$ cat config.mk
export PLATFORM = sky130hd
export DESIGN_NAME = process_alarm_latch_block
export DESIGN_NICKNAME = d
export VERILOG_FILES = /design/src/alarm_latch_pkg.sv /design/src/process_alarm_latch_block.sv
export VERILOG_INCLUDE_DIRS = /design/src
export SDC_FILE = /design/constraint.sdc
export NUM_CORES = 1
export LEC_CHECK = 0
export BUFFER_PORTS_ARGS = -buffer_cell sky130_fd_sc_hd__buf_2
export CORE_UTILIZATION = 61
export CTS_BUF_LIST = sky130_fd_sc_hd__clkbuf_8
export CTS_CLUSTER_SIZE = 28
export DETAILED_ROUTE_END_ITERATION = 8
export GPL_ROUTABILITY_DRIVEN = 0
export HOLD_SLACK_MARGIN = 0.06
export PLACE_DENSITY = 0.85
export SYNTH_ARGS = -nofsm -noshare
export SYNTH_HDL_FRONTEND = slang
export SYNTH_SLANG_ARGS = --single-unit
$ cat constraint.sdc
create_clock -name I_REF_CLK -period 5.1 [get_ports I_REF_CLK]
set_input_delay 0 -clock I_REF_CLK [delete_from_list [all_inputs] [get_ports I_REF_CLK]]
set_output_delay 0 -clock I_REF_CLK [all_outputs]
set_load 0.02 [all_outputs]
$ cat src/alarm_latch_map.svh
`ifndef ALARM_LATCH_MAP_SVH
`define ALARM_LATCH_MAP_SVH
// number of alarms in the block
`define ALM_COUNT 6
// width of the per-alarm delay setting, in bits
`define ALM_DLY_W 16
// message cycling dwell, in sample ticks
`define ALM_MSG_DWELL 16'h000a
// reset values
`define ALM_DLY_ZERO 16'h0000
`define ALM_IDX_ZERO 3'h0
// latching mode codes
`define ALM_LATCH_NONE 2'h0
`define ALM_LATCH_AUTO 2'h1
`define ALM_LATCH_MANUAL 2'h2
`define ALM_LATCH_EVENT 2'h3
`endif

$ cat src/alarm_latch_pkg.sv
`default_nettype none
`include "alarm_latch_map.svh"
package alarm_latch_pkg;
  typedef enum logic [1:0] {
    LATCH_NONE = `ALM_LATCH_NONE,
    LATCH_AUTO = `ALM_LATCH_AUTO,
    LATCH_MANUAL = `ALM_LATCH_MANUAL,
    LATCH_EVENT = `ALM_LATCH_EVENT
  } latch_mode_e;
  // per-alarm state along the usual path: idle -> delaying -> active -> (acked) -> idle
  typedef enum logic [2:0] {
    ST_IDLE = 3'h0,
    ST_DELAY = 3'h1,
    ST_ACTIVE = 3'h3,
    ST_ACKED = 3'h2,
    ST_WAIT_ACK = 3'h6
  } alarm_state_e;
  typedef struct packed {
    alarm_state_e st;
    logic blocked;
    logic [`ALM_DLY_W-1:0] dly_cnt;
    logic out;
    logic unacked;
  } alarm_s;
endpackage : alarm_latch_pkg
`default_nettype wire

$ cat src/process_alarm_latch_block.sv
`default_nettype none
`include "alarm_latch_map.svh"
module process_alarm_latch_block
  import alarm_latch_pkg::*;
#(
  parameter int N = `ALM_COUNT,
  parameter int DW = `ALM_DLY_W
) (
  input wire logic I_REF_CLK,
  input wire logic I_NRST,
  input wire logic I_SAMPLE_TICK,
  input wire logic [N-1:0] I_COND,
  input wire logic [N-1:0] I_INHIBIT,
  input wire logic [N-1:0] I_STANDBY_INH_EN,
  input wire logic I_STANDBY,
  input wire logic I_CONFIG_MODE,
  input wire logic [N-1:0] I_BLOCK_EN,
  input wire logic [N-1:0] I_IS_DEVIATION,
  input wire logic I_REF_CHANGED,
  input wire logic [2*N-1:0] I_LATCH_MODE,
  input wire logic [N*DW-1:0] I_DELAY,
  input wire logic [N-1:0] I_OUT_ENERGISE_IN_ALARM,
  input wire logic I_FRONT_KEY_ACK,
  input wire logic I_FUNC_KEY_ACK,
  input wire logic I_DIGITAL_IN_ACK,
  input wire logic I_GLOBAL_ACK,
  input wire logic [N-1:0] I_ACK_PARAM_SET,
  output logic [N-1:0] O_ACK_PARAM,
  output logic [N-1:0] O_ACTIVE,
  output logic [N-1:0] O_OUTPUT_DRIVE,
  output logic O_BEACON_ON,
  output logic O_BEACON_FLASH,
  output logic O_PV_RED,
  output logic O_MSG_VALID,
  output logic [2:0] O_MSG_ALARM_NUM
);

  typedef struct packed {
    alarm_s [N-1:0] alm;
    logic [N-1:0] ack_param;
    logic cfg_prev;
    logic [2:0] msg_idx;
    logic [DW-1:0] msg_cnt;
  } state_s;

  state_s s_q;
  state_s s_d;

  logic rearm_event;
  logic any_ack;
  logic [N-1:0] ack_hit;
  logic [N-1:0] inhibited;
  logic [N-1:0] shown;
  logic [N-1:0] unacked;

  // config exit is one re-arm moment; reset, inhibit and a reference change on deviation alarms also arm blocking
  assign rearm_event = s_q.cfg_prev & ~I_CONFIG_MODE;
  assign any_ack = I_FRONT_KEY_ACK | I_FUNC_KEY_ACK | I_DIGITAL_IN_ACK | I_GLOBAL_ACK;

  always_comb begin
    logic [1:0] mode;
    logic cond;
    logic [DW-1:0] dly;
    logic [2:0] nxt;
    mode = `ALM_LATCH_NONE;
    cond = 1'b0;
    dly = `ALM_DLY_ZERO;
    nxt = `ALM_IDX_ZERO;
    s_d = s_q;
    for (int i = 0; i < N; i++) begin
      mode = I_LATCH_MODE[2*i +: 2];
      dly = I_DELAY[DW*i +: DW];
      inhibited[i] = I_INHIBIT[i] | (I_STANDBY_INH_EN[i] & (I_STANDBY | I_CONFIG_MODE));
      ack_hit[i] = any_ack | s_q.ack_param[i];
      // parameter write latches until a tick accepts it
      if (I_ACK_PARAM_SET[i]) begin
        s_d.ack_param[i] = 1'b1;
      end
      if (I_SAMPLE_TICK) begin
        s_d.ack_param[i] = I_ACK_PARAM_SET[i];
        cond = I_COND[i] & ~inhibited[i];
        // blocking released once the value is in the working state
        if (!I_COND[i]) begin
          s_d.alm[i].blocked = 1'b0;
        end else if (s_q.alm[i].blocked && I_BLOCK_EN[i]) begin
          cond = 1'b0;
        end
        if (inhibited[i] && I_BLOCK_EN[i]) begin
          s_d.alm[i].blocked = 1'b1;
        end
        if (I_REF_CHANGED && I_IS_DEVIATION[i] && I_BLOCK_EN[i]) begin
          s_d.alm[i].blocked = 1'b1;
        end
        // config exit re-arm by latch mode
        if (rearm_event && I_BLOCK_EN[i]) begin
          if (mode == `ALM_LATCH_NONE || mode == `ALM_LATCH_EVENT ||
              (mode == `ALM_LATCH_AUTO && !s_q.alm[i].unacked)) begin
            s_d.alm[i].blocked = 1'b1;
          end
        end
        unique case (s_q.alm[i].st)
          ST_IDLE: begin
            if (cond) begin
              s_d.alm[i].st = ST_DELAY;
              s_d.alm[i].dly_cnt = `ALM_DLY_ZERO;
            end
          end
          ST_DELAY: begin
            // delay restarts if the condition drops
            if (!cond) begin
              s_d.alm[i].st = ST_IDLE;
              s_d.alm[i].dly_cnt = `ALM_DLY_ZERO;
            end else if (s_q.alm[i].dly_cnt >= dly) begin
              s_d.alm[i].st = ST_ACTIVE;
              s_d.alm[i].unacked = (mode != `ALM_LATCH_EVENT);
            end else begin
              s_d.alm[i].dly_cnt = s_q.alm[i].dly_cnt + 1'b1;
            end
          end
          ST_ACTIVE: begin
            if (!cond) begin
              // non-latching and event clear by themselves
              if (mode == `ALM_LATCH_NONE || mode == `ALM_LATCH_EVENT) begin
                s_d.alm[i].st = ST_IDLE;
                s_d.alm[i].unacked = 1'b0;
              end else begin
                s_d.alm[i].st = ST_WAIT_ACK;
              end
            end else if (ack_hit[i]) begin
              // ack while active: steady beacon except in manual latch, output kept
              // manual latch ignores an ack while the condition persists
              if (mode != `ALM_LATCH_MANUAL) begin
                s_d.alm[i].unacked = 1'b0;
              end
              // auto accepts the early ack, manual ignores it
              if (mode == `ALM_LATCH_AUTO) begin
                s_d.alm[i].st = ST_ACKED;
              end
            end
          end
          ST_ACKED: begin
            if (!cond) begin
              s_d.alm[i].st = ST_IDLE;
            end
          end
          ST_WAIT_ACK: begin
            // ack after condition cleared releases the latch
            if (cond) begin
              s_d.alm[i].st = ST_ACTIVE;
            end else if (ack_hit[i]) begin
              s_d.alm[i].st = ST_IDLE;
              s_d.alm[i].unacked = 1'b0;
            end
          end
          default: begin
            s_d.alm[i].st = ST_IDLE;
          end
        endcase
        // default polarity de-energises the output in alarm
        s_d.alm[i].out = ((s_d.alm[i].st == ST_ACTIVE) || (s_d.alm[i].st == ST_ACKED) ||
                          (s_d.alm[i].st == ST_WAIT_ACK)) ~^ I_OUT_ENERGISE_IN_ALARM[i];
      end
      shown[i] = (mode != `ALM_LATCH_EVENT) && (s_q.alm[i].st != ST_IDLE) &&
                 (s_q.alm[i].st != ST_DELAY);
      unacked[i] = shown[i] & s_q.alm[i].unacked;
    end
    if (I_SAMPLE_TICK) begin
      // config mode tracked per tick so an exit between ticks still re-arms
      s_d.cfg_prev = I_CONFIG_MODE;
      if (!shown[s_q.msg_idx] || s_q.msg_cnt >= DW'(`ALM_MSG_DWELL)) begin
        s_d.msg_cnt = `ALM_DLY_ZERO;
        nxt = s_q.msg_idx;
        for (int k = 1; k <= N; k++) begin
          if (shown[(int'(s_q.msg_idx) + k) % N] && nxt == s_q.msg_idx) begin
            nxt = 3'((int'(s_q.msg_idx) + k) % N);
          end
        end
        s_d.msg_idx = nxt;
      end else begin
        s_d.msg_cnt = s_q.msg_cnt + 1'b1;
      end
    end
  end

  always_ff @(posedge I_REF_CLK or negedge I_NRST) begin
    if (!I_NRST) begin
      // power cycle arms blocking in every latch mode; only I_BLOCK_EN gates it
      s_q <= '0;
      for (int i = 0; i < N; i++) begin
        s_q.alm[i].blocked <= 1'b1;
        s_q.alm[i].out <= 1'b1;
      end
    end else begin
      s_q <= s_d;
    end
  end

  always_comb begin
    for (int i = 0; i < N; i++) begin
      O_ACTIVE[i] = (s_q.alm[i].st == ST_ACTIVE) || (s_q.alm[i].st == ST_ACKED) ||
                    (s_q.alm[i].st == ST_WAIT_ACK);
      O_OUTPUT_DRIVE[i] = s_q.alm[i].out;
    end
  end

  assign O_ACK_PARAM = s_q.ack_param;
  // beacon holds while anything shown remains
  assign O_BEACON_ON = |shown;
  // flashing and red value for unacked alarms
  assign O_BEACON_FLASH = |unacked;
  assign O_PV_RED = |unacked;
  assign O_MSG_VALID = |shown;
  assign O_MSG_ALARM_NUM = s_q.msg_idx;

endmodule : process_alarm_latch_block
`default_nettype wire

# ---- Yosys cells after proc, flatten, opt, wreduce, memory -nomap -nowiden
# Index checks and enable logic that the tools add are counted.
dict set report op_classes {
  n_reduce_logical 148
  mux 247
  add_sub_neg 13
  n_bitwise 48
  magnitude_cmp 14
  div 6
  eq_ne 131
}
# cell n
set ops {}
lappend ops {{$mux W16} 19}
lappend ops {{$mux W3} 82}
lappend ops {{$lt A32 B5 Y1 const B} 6}
lappend ops {{$mod A32 B4 Y32 const B} 6}
lappend ops {{$pmux W16 S2} 6}
lappend ops {{$mux W1} 121}
lappend ops {{$add A16 B1 Y16 const B} 7}
lappend ops {{$ge A16 B16 Y1} 6}
lappend ops {{$pmux W3 S5} 6}
lappend ops {{$ne A2 B2 Y1 const B} 42}
lappend ops {{$eq A3 B2 Y1 const B} 24}
lappend ops {{$ne A3 B3 Y1 const B} 24}
lappend ops {{$reduce_and A9 Y1} 6}
lappend ops {{$logic_and A1 B1 Y1} 53}
lappend ops {{$logic_or A1 B1 Y1} 37}
lappend ops {{$eq A3 B3 Y1 const B} 12}
lappend ops {{$reduce_bool A3 Y1} 12}
lappend ops {{$reduce_and A4 Y1} 6}
lappend ops {{$reduce_bool A2 Y1} 12}
lappend ops {{$bmux W1 S3} 7}
lappend ops {{$and A1 B1 Y1} 19}
lappend ops {{$eq A3 B1 Y1 const B} 6}
lappend ops {{$logic_not A3 Y1} 6}
lappend ops {{$ne A3 B1 Y1 const B} 6}
lappend ops {{16 further kinds} 76}
dict set report word_totals {
  wordCells 646
  output_inout_bits 25
  ff_bits 158
  input_bits 160
}

# ---- Longest topological paths before layout
dict set report depth {
  depth_word 32
  ltp_mapped 18
}

# ---- Worst setup path after synthesis
# No wires, ideal clock.
dict set report synth_path {
  path_kind {register -> register}
  from {reg s_q, in the netlist O_MSG_ALARM_NUM[1]}
  to {reg s_q, in the netlist O_MSG_ALARM_NUM[1]}
  stages_incl_launch_ff 18
  path_buffers 1
  setup_time_ps 80
  path_slack_ps 502
  period_less_slack_ps 4598
  t_arrival_ps 4517
  cell_sequence {dfrtp_1 -> clkbuf_1 -> inv_1 -> ha_1 -> a21oi_1 -> inv_1 -> ha_1 -> nand3b_1 -> a221o_1 -> a211oi_1 -> nor3_1 -> a2111o_1 -> or3_1 -> a31o_2 -> xnor2_2 -> a211o_1 -> and4b_1 -> nor3_2}
}
dict set report synth_via {
  elab_chain_len 31
}
# element line
set synth_rtl {}
lappend synth_rtl {{from (decl)} process_alarm_latch_block.sv:46} ;# state_s s_q;
lappend synth_rtl {{$add A3 B1 Y4} {process_alarm_latch_block.sv:174, process_alarm_latch_block.sv:175}}
lappend synth_rtl {{$mod A32 B4 Y32} {process_alarm_latch_block.sv:174, process_alarm_latch_block.sv:175}}
lappend synth_rtl {{$bmux W1 S3} process_alarm_latch_block.sv:174} ;# if (shown[(int'(s_q.msg_idx) + k) % N] && nxt == s_q.msg_idx) begin
lappend synth_rtl {{$mux W1 (implied by the code) (2 in a row)} process_alarm_latch_block.sv:174}
lappend synth_rtl {{$mux W3} process_alarm_latch_block.sv:174}
lappend synth_rtl {{$mux W3} process_alarm_latch_block.sv:170} ;# if (!shown[s_q.msg_idx] || s_q.msg_cnt >= DW'(`ALM_MSG_DWELL)) begin
lappend synth_rtl {{$mux W3} process_alarm_latch_block.sv:167} ;# if (I_SAMPLE_TICK) begin
lappend synth_rtl {{$eq A3 B3 Y1} process_alarm_latch_block.sv:174}
lappend synth_rtl {{[... 14 more ...]} n/a}
lappend synth_rtl {{$eq A3 B3 Y1} process_alarm_latch_block.sv:174}
lappend synth_rtl {{$logic_and A1 B1 Y1} process_alarm_latch_block.sv:174}
lappend synth_rtl {{$mux W3} process_alarm_latch_block.sv:174}
lappend synth_rtl {{$mux W3} process_alarm_latch_block.sv:170}
lappend synth_rtl {{$mux W3} process_alarm_latch_block.sv:167}
lappend synth_rtl {{$eq A3 B3 Y1} process_alarm_latch_block.sv:174}
lappend synth_rtl {{$logic_and A1 B1 Y1} process_alarm_latch_block.sv:174}
lappend synth_rtl {{$mux W3} process_alarm_latch_block.sv:174}
# Several ways; a longest one is shown, not always the timed one. The select of a mux whose other input is x is not followed.
# A chain may end at the register's enable or synchronous reset.

# ---- Worst setup path after layout
# Same ends and word-level chain as after synthesis.

==> impl_metrics.tcl <==
set metrics [dict create \
    outcome "finished, final reports clean" \
    grt_overflow 0 \
    die_y_um 149 \
    start_util_pct 62.2 \
    cellPowerDensity_mw_per_mm2 303 \
    cts_tree "done" \
    netlist_area_mm2 0.0131 \
    clock_sinks 158 \
    setup_violations 0 \
    wire_per_inst_um 16.4 \
    yosys.area.top_type_share_pct 27.8 \
    max_freq_mhz 208 \
    fp-row-count 53 \
    synth-edff-count 0 \
    cp.required_ns 5.49 \
    synth-main-ff-cell "dfrtp_1" \
    cts_root_buf "clkbuf_8" \
    dp_slack_ns 0.295 \
    area_growth_pct 13.7 \
    hold_viol_final 0 \
    portBuffers 184 \
    max_cap_viol_count 0 \
    maxSlewHeadroom_pct 13.2 \
    vias 12709 \
    clockBufferDepth 2 \
    hold_class "in2reg" \
    regToRegSetupSlack_ns 0.29 \
    arrival_ns 5.20 \
    drt_iter0_drc 1030 \
    ys_warn_count 0 \
    start_kind "flop" \
    core_mm2 0.0211 \
    multiInputGateArea_mm2 0.00822 \
    num-nets-final 2093 \
    async_flop_share_pct 100 \
    drt-total-wl_um 34300 \
    viasPerCell 6.09 \
    grt_pass1_vias 12145 \
    antenna_found_initial 2 \
    dp_cells 2010 \
    fin_ws_ns 0.292 \
    grt_max_degree 108 \
    endpoint_kind "flop" \
    min-delay-start "I_DELAY[58]" \
    synth.distinct_cells 79 \
    synth_top_area_cell "dfrtp_1" \
    instances_no_fill 2088 \
    drive_gt1_share_pct 15.0 \
    cts.htree.levels 4 \
    utilization_pct 70.7 \
    hold-path-cell-count 5 \
    syn_avg_cell_area_um2 8.08 \
    ir_drop_mv 0.239 \
    dp_hpwl_um 24800 \
    clock_latency_ns 0.47 \
    dr.pass1.iters 5 \
    grt_pass1_wl_um 57000 \
    cts_buffers 17 \
    seq_area_mm2 0.00397 \
    cp_max_fo 17 \
    synth_fp_nets 1919 \
    postRouteAntennaNets 0 \
    design_power_total_mw 4.53 \
    grtUsageTotal_pct 31.9 \
    die_x_um 149 \
    rsz0062_at_grt "false" \
    drc 0 \
    drv_slew 0 \
    die_area_mm2 0.0221 \
    finClkSkew_ns 0.0190 \
    ios 185 \
    r2r_start "O_MSG_ALARM_NUM[1]" \
    p_leak_nw 7.54 \
    setup_tns_ns 0 \
    fillCellCount 1691 \
    critical_path_class "reg2reg" \
    period_share_pct 94.3 \
    clk_pin_slew_ns 0.09 \
    netlist_top_cells_area "dfrtp_1 (28%), ha_1 (13%), o21ai_0 (4.8%)" \
    r2r_cells 17 \
    seq_area_frac_synth_pct 30.2 \
    period_needed_ns 4.81 \
    postSynthCellCount 1623 \
    holdPathEnd "s_q[95]" \
    reg2reg_to "O_MSG_ALARM_NUM[1]" \
    tightest_slew_ns 1.30 \
    synth_seq_cells 158 \
]
[registers in the layout, indices dropped and copies added, names as in the netlist]
name	count
O_OUTPUT_DRIVE	6
s_q	143
O_ACK_PARAM	6
O_MSG_ALARM_NUM	3
[cells in the mapped netlist, drive strengths merged, types with 21 or more instances]
| cell type | instances |
|---|---|
| nand2b | 35 |
| nand3 | 75 |
| a21oi | 87 |
| ha | 136 |
| buf | 25 |
| o21ai | 130 |
| nor2 | 145 |
| a21o | 53 |
| nor3 | 35 |
| inv | 147 |
| nand4 | 29 |
| and3 | 41 |
| nor2b | 21 |
| o31ai | 29 |
| dfrtp | 146 |
| xnor2 | 27 |
| xor2 | 24 |
| clkbuf | 60 |
| nand2 | 124 |
[report_power, final]
part / switching [mW] / leakage, nW / total (mW) / internal (mW)
Combinational: 1.32 / 5.26 / 2.18 / 0.860
Sequential: 0.102 / 2.10 / 1.45 / 1.35
Clock: 0.546 / 0.176 / 0.897 / 0.351
[critical path: stages, from the launching register on]
cell,delay [ns]
dfrtp_1,0.35
buf_4,0.23
inv_1,0.21
ha_1,0.31
a21oi_1,0.32
inv_1,0.13
ha_1,0.30
nand3b_1,0.22
a221o_1,0.37
a211oi_1,0.25
nor3_1,0.13
a2111o_1,0.45
or3_1,0.37
a31o_2,0.27
xnor2_2,0.16
a211o_1,0.29
and4b_1,0.20
nor3_2,0.16
[kinds of logic (layout without fill, tap and decap cells)]
family,after synthesis,in the layout,synth area share [%]
buffers and inverters,234,421,7.29
other,0,3,0
adders and majority gates,136,136,13.0
xor gates and xnor gates,51,51,3.60
and+or+nand+nor,562,562,21.1
muxes,30,30,2.49
AOI/OAI and AO/OA,452,452,22.3
DFF,158,158,30.2
[cells in the final DEF (no fill, tap or decap), drive strengths merged, types with 53 or more instances in the layout]
cell type	count
o21ai	130
a21oi	87
nand3	75
ha	136
buf	197
dfrtp	146
a21o	53
nor2	145
inv	156
nand2	124
[layout make-up]
type                    count  share of cell area, %
diodes                      3                 0.0503
flip-flops and latches    158                   26.6
clock buffers              17                   1.57
multi-input cells        1231                   55.1
well taps                 275                   2.31
repair buffers            240                   9.76
clock inverters            15                  0.847
inverters                 149                   3.77
[metal layers]
layer,track usage [%],routed length (µm)
met5,0,13
met4,14.0,1090
met3,5.92,2390
met2,53.0,16400
met1,40.5,14400
[worst max-delay path by stage]
stage	startpoint	end	depth (start not counted)
final	O_MSG_ALARM_NUM[1]	O_MSG_ALARM_NUM[1]	17
after floorplan	O_MSG_ALARM_NUM[1]	O_MSG_ALARM_NUM[1]	17
after CTS	O_MSG_ALARM_NUM[0]	O_MSG_ALARM_NUM[1]	15
after global routing	O_MSG_ALARM_NUM[0]	O_MSG_ALARM_NUM[1]	17
after global placement	O_MSG_ALARM_NUM[0]	O_MSG_ALARM_NUM[1]	15
after detailed placement	O_MSG_ALARM_NUM[0]	O_MSG_ALARM_NUM[1]	15
[timing repair]
action                                  4_1_cts  5_1_grt
endpoints found under the setup margin        0        2
endpoints found under the hold margin       125        0
resized for setup                             0        2
hold buffers                                 43        0
buffers inserted                              0        0
[per-stage QoR]
stage | hold WS [ns] | instance area (µm²)
after floorplan | -0.296 | 13100
after global placement | 0.179 | 14100
after detailed placement | 0.185 | 14100
after global routing | 0.0910 | 14900
after CTS | 0.0654 | 14900
final | 0.0840 | 14900
No activity file was read; power rests on OpenSTA's default activity.
